===== src/bank_map_pkg.sv =====
// constants for the memory bank address logic: register offsets, field
// positions, reset values, address ranges and bus encodings.
// assumes a 32-bit ahb-lite register bus and a 24-bit physical map.
package bank_map_pkg;

    // ------------------------------------------------------------------
    // register offsets (byte addresses, aligned words)
    // ------------------------------------------------------------------
    localparam logic [7:0] OFS_ALT_BANK_SELECT = 8'h00;
    localparam logic [7:0] OFS_SYSTEM_REG_TWO  = 8'h04;
    localparam logic [7:0] OFS_CONTROL_REG     = 8'h08;
    localparam logic [7:0] OFS_PHYS_STATUS     = 8'h0c;

    // ------------------------------------------------------------------
    // field positions and reset values
    // ------------------------------------------------------------------
    localparam int         ALT_BANK_MODE_BIT   = 0;
    localparam int         PROG_STORE_BIT      = 3;
    localparam logic [7:0] ALT_BANK_RESET      = 8'h01;
    localparam logic [7:0] SYSTEM_REG_RESET    = 8'h00;
    localparam logic [7:0] CONTROL_RESET       = 8'h00;

    // ------------------------------------------------------------------
    // address map
    // ------------------------------------------------------------------
    localparam int          WINDOW_SELECT_BIT  = 15;
    localparam logic [7:0]  VECTOR_BANK        = 8'h01;
    localparam logic [23:0] BOOT_ROM_FIRST     = 24'h00f800;
    localparam logic [23:0] BOOT_ROM_LAST      = 24'h00ffff;

    // ------------------------------------------------------------------
    // timing: cycles after reset release before the control word load
    // ------------------------------------------------------------------
    localparam int         SYNC_STAGES         = 3;
    localparam logic [1:0] CTRL_LOAD_WAIT      = 2'(SYNC_STAGES);

    // ------------------------------------------------------------------
    // ahb-lite encodings
    // ------------------------------------------------------------------
    localparam logic [1:0] HTRANS_NONSEQ       = 2'b10;
    localparam logic [1:0] HTRANS_SEQ          = 2'b11;
    localparam logic       HRESP_OKAY          = 1'b0;

endpackage


===== src/memory_bank_address_logic.sv =====
// memory bank address logic: core address to 24-bit physical address,
// boot rom / flash select, and its registers on an ahb-lite slave.
// assumes core address signals come from logic on clk_i; the phase-two
// clock and the test pin are asynchronous pins.
`timescale 1ns/1ps
`default_nettype none

// How it works
// - native mode holds the bank byte while phase two is high.
// - mode flag 0 gives native banking (reset), 1 gives alternative.
// - alternative mode picks one upper 32 KB bank by bank select.
// - bank select is an ordinary readable and writable 8-bit register.
// - a bank select write switches the upper window at once.
// - bank select 0 makes the upper window mirror the lower 32 KB.
// - reset loads bank select with 1.
// - in alternative mode, upper-window vector fetches use bank 1 without touching bank select.
// - after a vector fetch, window accesses use bank select again.
// - native mode passes logical address straight to physical.
// - alternative mode drops bit 15 and keeps the map contiguous.
// - with bank byte zero, native accesses stay in the first 64 KB.
// - boot rom decodes 00f800 to 00ffff while enabled.
// - at reset with test pin low the boot control word is loaded.
// - program-store flag 0 keeps boot rom, 1 maps flash there.
module memory_bank_address_logic (
    input  wire logic        clk_i,
    input  wire logic        rst_i,
    // ahb-lite register bus
    input  wire logic        hsel_i,
    input  wire logic [31:0] haddr_i,
    input  wire logic [1:0]  htrans_i,
    input  wire logic        hwrite_i,
    input  wire logic [2:0]  hsize_i,
    input  wire logic [31:0] hwdata_i,
    input  wire logic        hready_i,
    output var  logic [31:0] hrdata_o,
    output var  logic        hreadyout_o,
    output var  logic        hresp_o,
    // processor core side
    input  wire logic        cpu_phase_two_clock_i,
    input  wire logic [7:0]  cpu_data_addr_i,
    input  wire logic [15:0] cpu_addr_i,
    input  wire logic        cpu_vector_fetch_i,
    // control word sources and test strap
    input  wire logic        test_pin_i,
    input  wire logic [7:0]  boot_ctrl_word_i,
    input  wire logic [7:0]  ext_ctrl_word_i,
    // memory side
    output var  logic [23:0] phys_addr_o,
    output var  logic        boot_rom_sel_o,
    output var  logic        flash_sel_o,
    output var  logic        alt_bank_mode_flag_o
);
    import bank_map_pkg::*;

    // ------------------------------------------------------------------
    // state
    // ------------------------------------------------------------------
    logic [7:0]  alt_bank_select;
    logic [7:0]  system_reg_two;
    logic [7:0]  control_reg;
    logic [7:0]  bank_latch;
    logic        phase_two;
    logic        test_level;
    logic [1:0]  load_count;
    logic        ctrl_loaded;
    logic        wr_pending;
    logic [7:0]  wr_offset;
    logic [23:0] next_phys;
    logic        in_boot_range;
    logic        take_req;
    logic [SYNC_STAGES:0][7:0] data_delay;

    // ------------------------------------------------------------------
    // helper functions
    // ------------------------------------------------------------------
    // word offset of a bus address, low byte only
    function automatic logic [7:0] word_offset(input logic [31:0] addr);
        return {addr[7:2], 2'b00};
    endfunction

    // true when the upper address bits lie outside the register block
    function automatic logic off_block(input logic [31:0] addr);
        return |addr[31:8];
    endfunction

    // a write in its data phase aimed at the given word offset;
    // shared by the register updates and the read bypass
    function automatic logic write_hits(input logic [7:0] ofs);
        return wr_pending && wr_offset == ofs;
    endfunction

    // offsets that software can write
    function automatic logic writable(input logic [7:0] ofs);
        return ofs == OFS_ALT_BANK_SELECT || ofs == OFS_SYSTEM_REG_TWO
            || ofs == OFS_CONTROL_REG;
    endfunction

    // ------------------------------------------------------------------
    // pin synchronisers
    // ------------------------------------------------------------------
    pin_sync #(
        .WIDTH     (2),
        .RESET_VAL (1'b0)
    ) u_pin_sync (
        .clk_i   (clk_i),
        .rst_i   (rst_i),
        .pin_i   ({cpu_phase_two_clock_i, test_pin_i}),
        .level_o ({phase_two, test_level})
    );

    // ------------------------------------------------------------------
    // ahb-lite slave
    // ------------------------------------------------------------------
    assign take_req = hsel_i && hready_i
                   && (htrans_i == HTRANS_NONSEQ || htrans_i == HTRANS_SEQ);

    // zero wait states, always okay
    always_ff @(posedge clk_i or posedge rst_i) begin
        if (rst_i) begin
            hreadyout_o <= 1'b0;
            hresp_o     <= HRESP_OKAY;
        end else begin
            hreadyout_o <= 1'b1;
            hresp_o     <= HRESP_OKAY;
        end
    end

    // address phase of a write, carried into its data phase
    always_ff @(posedge clk_i or posedge rst_i) begin
        if (rst_i) begin
            wr_pending <= 1'b0;
            wr_offset  <= 8'h00;
        end else if (hready_i) begin
            wr_pending <= take_req && hwrite_i && !off_block(haddr_i);
            wr_offset  <= word_offset(haddr_i);
        end
    end

    // read data registered at the address phase edge
    always_ff @(posedge clk_i or posedge rst_i) begin
        if (rst_i) begin
            hrdata_o <= 32'h0000_0000;
        end else if (take_req && !hwrite_i) begin
            hrdata_o <= 32'h0000_0000;
            if (!off_block(haddr_i)) begin
                unique case (word_offset(haddr_i))
                    OFS_ALT_BANK_SELECT: begin
                        hrdata_o <= {24'h000000, alt_bank_select};
                    end
                    OFS_SYSTEM_REG_TWO: begin
                        hrdata_o <= {24'h000000, system_reg_two};
                    end
                    OFS_CONTROL_REG: begin
                        hrdata_o <= {24'h000000, control_reg};
                    end
                    OFS_PHYS_STATUS: begin
                        hrdata_o <= {8'h00, phys_addr_o};
                    end
                    default: begin
                        hrdata_o <= 32'h0000_0000;
                    end
                endcase
                // a write still in its data phase wins over the stored
                // value, so a back-to-back write then read sees new data
                if (write_hits(word_offset(haddr_i))
                        && writable(word_offset(haddr_i))) begin
                    hrdata_o <= {24'h000000, hwdata_i[7:0]};
                end
            end
        end
    end

    // ------------------------------------------------------------------
    // software registers
    // ------------------------------------------------------------------
    // bank select: reset value 1, written in the data phase
    always_ff @(posedge clk_i or posedge rst_i) begin
        if (rst_i) begin
            alt_bank_select <= ALT_BANK_RESET;
        end else if (write_hits(OFS_ALT_BANK_SELECT)) begin
            alt_bank_select <= hwdata_i[7:0];
        end
    end

    // system register two holds the banking mode flag
    always_ff @(posedge clk_i or posedge rst_i) begin
        if (rst_i) begin
            system_reg_two <= SYSTEM_REG_RESET;
        end else if (write_hits(OFS_SYSTEM_REG_TWO)) begin
            system_reg_two <= hwdata_i[7:0];
        end
    end

    // ------------------------------------------------------------------
    // control word load after reset, then software control
    // ------------------------------------------------------------------
    // wait until the strap has passed the synchroniser
    always_ff @(posedge clk_i or posedge rst_i) begin
        if (rst_i) begin
            load_count  <= 2'd0;
            ctrl_loaded <= 1'b0;
        end else if (!ctrl_loaded) begin
            if (load_count == CTRL_LOAD_WAIT) begin
                ctrl_loaded <= 1'b1;
            end else begin
                load_count <= load_count + 2'd1;
            end
        end
    end

    // copy from boot rom when test pin is low, else the external word
    always_ff @(posedge clk_i or posedge rst_i) begin
        if (rst_i) begin
            control_reg <= CONTROL_RESET;
        end else if (!ctrl_loaded && load_count == CTRL_LOAD_WAIT) begin
            control_reg <= test_level ? ext_ctrl_word_i
                                      : boot_ctrl_word_i;
        end else if (write_hits(OFS_CONTROL_REG)) begin
            control_reg <= hwdata_i[7:0];
        end
    end

    // ------------------------------------------------------------------
    // native bank byte latch
    // ------------------------------------------------------------------
    // the phase level reaches the latch one synchroniser latency late;
    // the shared lines take the same number of edges, so the latch still
    // sees the bank byte and never the data that replaces it
    always_ff @(posedge clk_i or posedge rst_i) begin
        if (rst_i) begin
            data_delay <= {(SYNC_STAGES + 1){8'h00}};
        end else begin
            data_delay <= {data_delay[SYNC_STAGES-1:0], cpu_data_addr_i};
        end
    end

    // follows the delayed lines while phase two is low (first half),
    // holds while it is high (second half)
    always_ff @(posedge clk_i or posedge rst_i) begin
        if (rst_i) begin
            bank_latch <= 8'h00;
        end else if (!phase_two) begin
            bank_latch <= data_delay[SYNC_STAGES];
        end
    end

    // ------------------------------------------------------------------
    // address translation
    // ------------------------------------------------------------------
    // native: one to one; alternative: bank number above 15 offset bits
    always_comb begin
        if (!system_reg_two[ALT_BANK_MODE_BIT]) begin
            next_phys = {bank_latch, cpu_addr_i};
        end else if (!cpu_addr_i[WINDOW_SELECT_BIT]) begin
            next_phys = {9'h000, cpu_addr_i[14:0]};
        end else if (cpu_vector_fetch_i) begin
            next_phys = {1'b0, VECTOR_BANK, cpu_addr_i[14:0]};
        end else begin
            // bank 0 lands on the master bank, bank n on n * 32 KB
            next_phys = {1'b0, alt_bank_select,
                         cpu_addr_i[14:0]};
        end
    end

    assign in_boot_range = next_phys >= BOOT_ROM_FIRST
                        && next_phys <= BOOT_ROM_LAST;

    // physical address and memory selects, updated every cycle
    always_ff @(posedge clk_i or posedge rst_i) begin
        if (rst_i) begin
            phys_addr_o    <= 24'h000000;
            boot_rom_sel_o <= 1'b0;
            flash_sel_o    <= 1'b0;
        end else begin
            phys_addr_o    <= next_phys;
            boot_rom_sel_o <= in_boot_range
                           && !control_reg[PROG_STORE_BIT];
            flash_sel_o    <= in_boot_range
                           && control_reg[PROG_STORE_BIT];
        end
    end

    // mode flag mirrored to the memory side
    always_ff @(posedge clk_i or posedge rst_i) begin
        if (rst_i) begin
            alt_bank_mode_flag_o <= 1'b0;
        end else begin
            alt_bank_mode_flag_o <= system_reg_two[ALT_BANK_MODE_BIT];
        end
    end

    // hsize is accepted but only whole words are served
    logic unused_bits;
    assign unused_bits = ^{hsize_i, hwdata_i[31:8], haddr_i[1:0]};

endmodule // memory_bank_address_logic
`default_nettype wire


===== src/pin_sync.sv =====
// three-stage synchroniser for pin inputs with agreement filter.
// assumes an asynchronous input; output moves only when stages agree.
`timescale 1ns/1ps
`default_nettype none
module pin_sync #(
    parameter int         WIDTH     = 1,
    parameter logic [0:0] RESET_VAL = 1'b0
) (
    input  wire logic             clk_i,
    input  wire logic             rst_i,
    input  wire logic [WIDTH-1:0] pin_i,
    output var  logic [WIDTH-1:0] level_o
);

    logic [WIDTH-1:0] stage_one;
    logic [WIDTH-1:0] stage_two;
    logic [WIDTH-1:0] stage_three;

    // refuse a width the logic cannot serve
    if (WIDTH < 1) begin : g_bad_width
        $error("pin_sync width must be at least one");
    end

    // shift chain; the first stage feeds only the second. no reset here,
    // so the chain already holds the pin level when reset is released
    always_ff @(posedge clk_i) begin
        stage_one   <= pin_i;
        stage_two   <= stage_one;
        stage_three <= stage_two;
    end

    // accept a change once stages two and three agree
    always_ff @(posedge clk_i or posedge rst_i) begin
        if (rst_i) begin
            level_o <= {WIDTH{RESET_VAL}};
        end else begin
            for (int i = 0; i < WIDTH; i++) begin
                if (stage_two[i] == stage_three[i]) begin
                    level_o[i] <= stage_three[i];
                end
            end
        end
    end

endmodule // pin_sync
`default_nettype wire


===== config.mk =====
export PLATFORM = sky130hd
export DESIGN_NAME = memory_bank_address_logic
export DESIGN_NICKNAME = d
export VERILOG_FILES = /design/src/bank_map_pkg.sv /design/src/memory_bank_address_logic.sv /design/src/pin_sync.sv
export SDC_FILE = /design/constraint.sdc
export NUM_CORES = 1
export LEC_CHECK = 0
export BUFFER_PORTS_ARGS = -buffer_cell sky130_fd_sc_hd__buf_4
export CORE_ASPECT_RATIO = 0.9
export CORE_MARGIN = 2
export CORE_UTILIZATION = 50
export DETAILED_ROUTE_END_ITERATION = 8
export PLACE_DENSITY = 0.79
export SLEW_MARGIN = 10
export SYNTH_ARGS = -nofsm -noshare
export SYNTH_HDL_FRONTEND = slang
export SYNTH_SLANG_ARGS = --single-unit

===== constraint.sdc =====
create_clock -name clk_i -period 6.48 [get_ports clk_i]
set_clock_uncertainty 0.05 [all_clocks]
set_input_delay 0.972 -clock clk_i [delete_from_list [all_inputs] [get_ports clk_i]]
set_output_delay 0.972 -clock clk_i [all_outputs]
set_load 0.03 [all_outputs]

==> impl_results.md <==
* Weighted congestion at the end of routability-driven global placement at 0.8449
* Smallest hold slack at 0.2775 ns
* Post-synthesis cell type with the largest combined area: sky130_fd_sc_hd__dfrtp_1
* Post-layout net count at 652
* Worst Slack Setup Final at 3.144 ns
* Number of global-route vias before repair at 3560
* Registers with the most flip-flops: data_delay x32, hrdata_o x24, phys_addr_o x24
* Register bit total from synthesis at 134
* Initial drt markers at 144
* Footprint of the multi-input gates at 0.001735 sq mm
* Post-Route WL at 10.91 mm
* Fmax at 299.7 MHz
* Count of inserted antenna diode cells at 0
* Area added between synthesis and finish at 31.92%
* Final worst-path cycle share at 51.49%
* Cell Rows at 35
* Half-perimeter wire length after placement at 8.057 mm
* Yosys warning count at 0
* Crit Path Max Fanout at 25
* Average via count per standard cell at 5.219
* Length of the first detailed-routing pass in iterations at 4
* Arrival @ worst endpoint at 3.60 ns
* Post-Route Setup TNS at 0 ns
* Number of filler cells placed in the layout at 710
* Setup WS pre-CTS at 2.685 ns
* Required time of the worst setup path at 6.75 ns
* Starting utilization of the core area at 51.44%
* H-tree levels at 4
* Power per Cell Area at 293.3 mW/mm^2
* Grt ovf at 0
* Main area contributors after synthesis: sky130_fd_sc_hd__dfrtp_1 60%, sky130_fd_sc_hd__mux2_2 8.1%, sky130_fd_sc_hd__mux4_2 3.4%
* Count of maximum capacitance violations at 0
* Hold-fix buffers, CTS at 0
* Flop-to-flop setup slack at 4.21 ns
* Post-synthesis sequential area ratio at 63.07%
* Worst IR Drop VDD at 0.2025 mV
* Number of distinct library cells after synthesis at 42
* Maximum number of pins on one net before global-route repair at 75
* Max-slew headroom at the worst pin at 27.98%
* Critical Path Source Type: primary input
* Transition time of the tightest slew-check pin at 1.075 ns
* Share of cells above drive strength 1 at 44.42%
* Overall die height at 101.4 um
* Num CTS Buffers at 17
* Leading cell type in the layout, fill and taps excluded: sky130_fd_sc_hd__buf_4
* Number of port buffers at 138
* Worst hold path type: reg -> reg
* Clock Root Buffer: sky130_fd_sc_hd__clkbuf_16
* Register with the most flip-flops: data_delay
* Antenna violations before repair at 0
* IO Pins at 178
* Crit path capture type: flip-flop
* Post-CTS Setup Inserts at 0
* Placeable core region at 0.01025 sq mm
* Combined area of all synthesized cells at 0.005271 sq mm
* # resized after CTS at 0
* Total number of vias at 3528
* Highest-count cells in the layout ignoring fill and taps: 139 x sky130_fd_sc_hd__buf_4, 127 x sky130_fd_sc_hd__dfrtp_1, 38 x sky130_fd_sc_hd__mux2_2
* Number of setup violations in the final report at 0
* Register area at 0.003324 sq mm
* Final core occ at 67.86%
* Tmin final at 3.336 ns
* Full die area at 0.01138 sq mm
* Clock slew at the register clock pins of the worst setup and hold paths at 0.06 ns
* Number of flip-flops under the largest register name at 32
* Run status: complete, no violations
* Instance count of the mapped netlist at 392
* RSZ-0062 raised after global routing: false
* Overall global routing resource usage at 20.53%
* Insertion delay of the later-clocked pin in the worst-skew pair at 0.41 ns
* Max-slew violation count at 0
* Static power due to leakage at 3.272 nW
* Maximum clock path buffer count at 2
* Mean routed wirelength per cell at 16.14 um
* Area share of the largest cell type after synthesis at 60.29%
* Die X at 112.2 um
* Post-detailed-route count of antenna-violating nets at 0
* Sink Count at 134
* Detailed-route DRC error count at 0
* Wire length of the first global-routing pass at 17.96 mm
* TritonCTS clock tree: built
* Crit Path Class: in -> reg
* Syn avg cell area at 13.45 sq um
* Endpoints failing hold at 0
[layout make-up]
cell class	instances	share of cell area, %
flip-flops and latches	134	47.80
multi-input cells	214	24.95
clock inverters	15	2.249
well taps	129	2.321
inverters	28	1.547
repair buffers	139	15.01
clock buffers	17	6.117
[stage by stage]
| stage | cells | power [mW] | cell area (sq um) |
|---|---|---|---|
| floorplan | 400 | 1.038 | 5301 |
| global placement | 644 | 1.119 | 6372 |
| detailed placement | 644 | 1.128 | 6372 |
| CTS | 676 | 2.060 | 6954 |
| global route | 676 | 2.115 | 6954 |
| finish | 676 | 2.039 | 6954 |
[critical path: stages]
cell and delay [ns]:
sky130_fd_sc_hd__buf_4 0.12, sky130_fd_sc_hd__nand4b_1 0.89, sky130_fd_sc_hd__nor4_4 0.94, sky130_fd_sc_hd__nand4_4 0.38, sky130_fd_sc_hd__o21ai_0 0.29
[per-layer routing]
metal	GRT usage (%)	up-vias	routed length, um
met2	34.20	116	5579
met3	5.206	12	736
met1	26.22	1750	4432
li1	-	1650	-
met5	0	-	0
met4	8.255	0	163
[path summary, 6_finish.rpt]
check                      depth (start not counted)                              end                            start
setup reg to reg                                   4       control_reg[0]$_DFFE_PP0P_           wr_pending$_DFFE_PP0P_
max in group asynchronous                          3        bank_latch[4]$_DFFE_PP0N_                            rst_i
setup / recovery                                   5         hrdata_o[18]$_DFFE_PP0P_                         hwrite_i
hold / removal                                     0  u_pin_sync.stage_two[0]$_DFF_P_  u_pin_sync.stage_one[0]$_DFF_P_
hold reg to reg                                    0  u_pin_sync.stage_two[0]$_DFF_P_  u_pin_sync.stage_one[0]$_DFF_P_
min in group asynchronous                          2        phys_addr_o[11]$_DFF_PP0_                            rst_i
[Yosys cell counts]
library cell and number:
sky130_fd_sc_hd__or4_1 6, sky130_fd_sc_hd__or4_4 1, sky130_fd_sc_hd__clkbuf_1 9, sky130_fd_sc_hd__ha_1 1, sky130_fd_sc_hd__mux4_2 8, sky130_fd_sc_hd__and4_1 1
sky130_fd_sc_hd__o32a_1 1, sky130_fd_sc_hd__nor2b_1 10, sky130_fd_sc_hd__a21oi_1 1, sky130_fd_sc_hd__buf_4 9, sky130_fd_sc_hd__nand3b_1 8, sky130_fd_sc_hd__nand4_4 1
sky130_fd_sc_hd__nor2_2 1, sky130_fd_sc_hd__nor2_1 2, sky130_fd_sc_hd__nand2b_1 5, sky130_fd_sc_hd__buf_2 4, sky130_fd_sc_hd__nor4_1 12, sky130_fd_sc_hd__o211ai_4 1
sky130_fd_sc_hd__dfxtp_1 6, sky130_fd_sc_hd__buf_1 1, sky130_fd_sc_hd__o211ai_1 8, sky130_fd_sc_hd__maj3_1 2, sky130_fd_sc_hd__xor2_1 5, sky130_fd_sc_hd__dfrtp_1 127
sky130_fd_sc_hd__o21ai_2 11, sky130_fd_sc_hd__buf_6 1, sky130_fd_sc_hd__conb_1 2, sky130_fd_sc_hd__mux2i_1 9, sky130_fd_sc_hd__nand4_1 10, sky130_fd_sc_hd__nor3b_1 1
sky130_fd_sc_hd__inv_1 28, sky130_fd_sc_hd__or4b_1 1, sky130_fd_sc_hd__nor4_4 1, sky130_fd_sc_hd__mux2_2 38, sky130_fd_sc_hd__nor3_1 3, sky130_fd_sc_hd__dfstp_2 1
sky130_fd_sc_hd__o32ai_1 1, sky130_fd_sc_hd__nand2_1 32, sky130_fd_sc_hd__nand4b_1 1, sky130_fd_sc_hd__a31o_2 7, sky130_fd_sc_hd__nor3_4 1, sky130_fd_sc_hd__o21ai_0 14
[report_power, final]
| part | internal [mW] | switching, mW |
|---|---|---|
| sequential | 0.881 | 0.0311 |
| combinational | 0.0942 | 0.105 |
| clock | 0.544 | 0.384 |
[cells by family (layout without fill, tap and decap cells)]
group                    Yosys count  count (layout)  share of synthesized area (%)
flip-flops                       134             134                          63.07
AO/OA/AOI/OAI                     44              44                          6.314
adder cells (fa/ha/maj)            3               3                         0.6171
buffers and inverters             52             199                          4.581
XOR/XNOR                           5               5                         0.8307
multiplexers                      55              55                          13.24
AND/OR/NAND/NOR                   97              97                          11.20
other                              2              10                         0.1425
(Power assumes the default switching activity.)
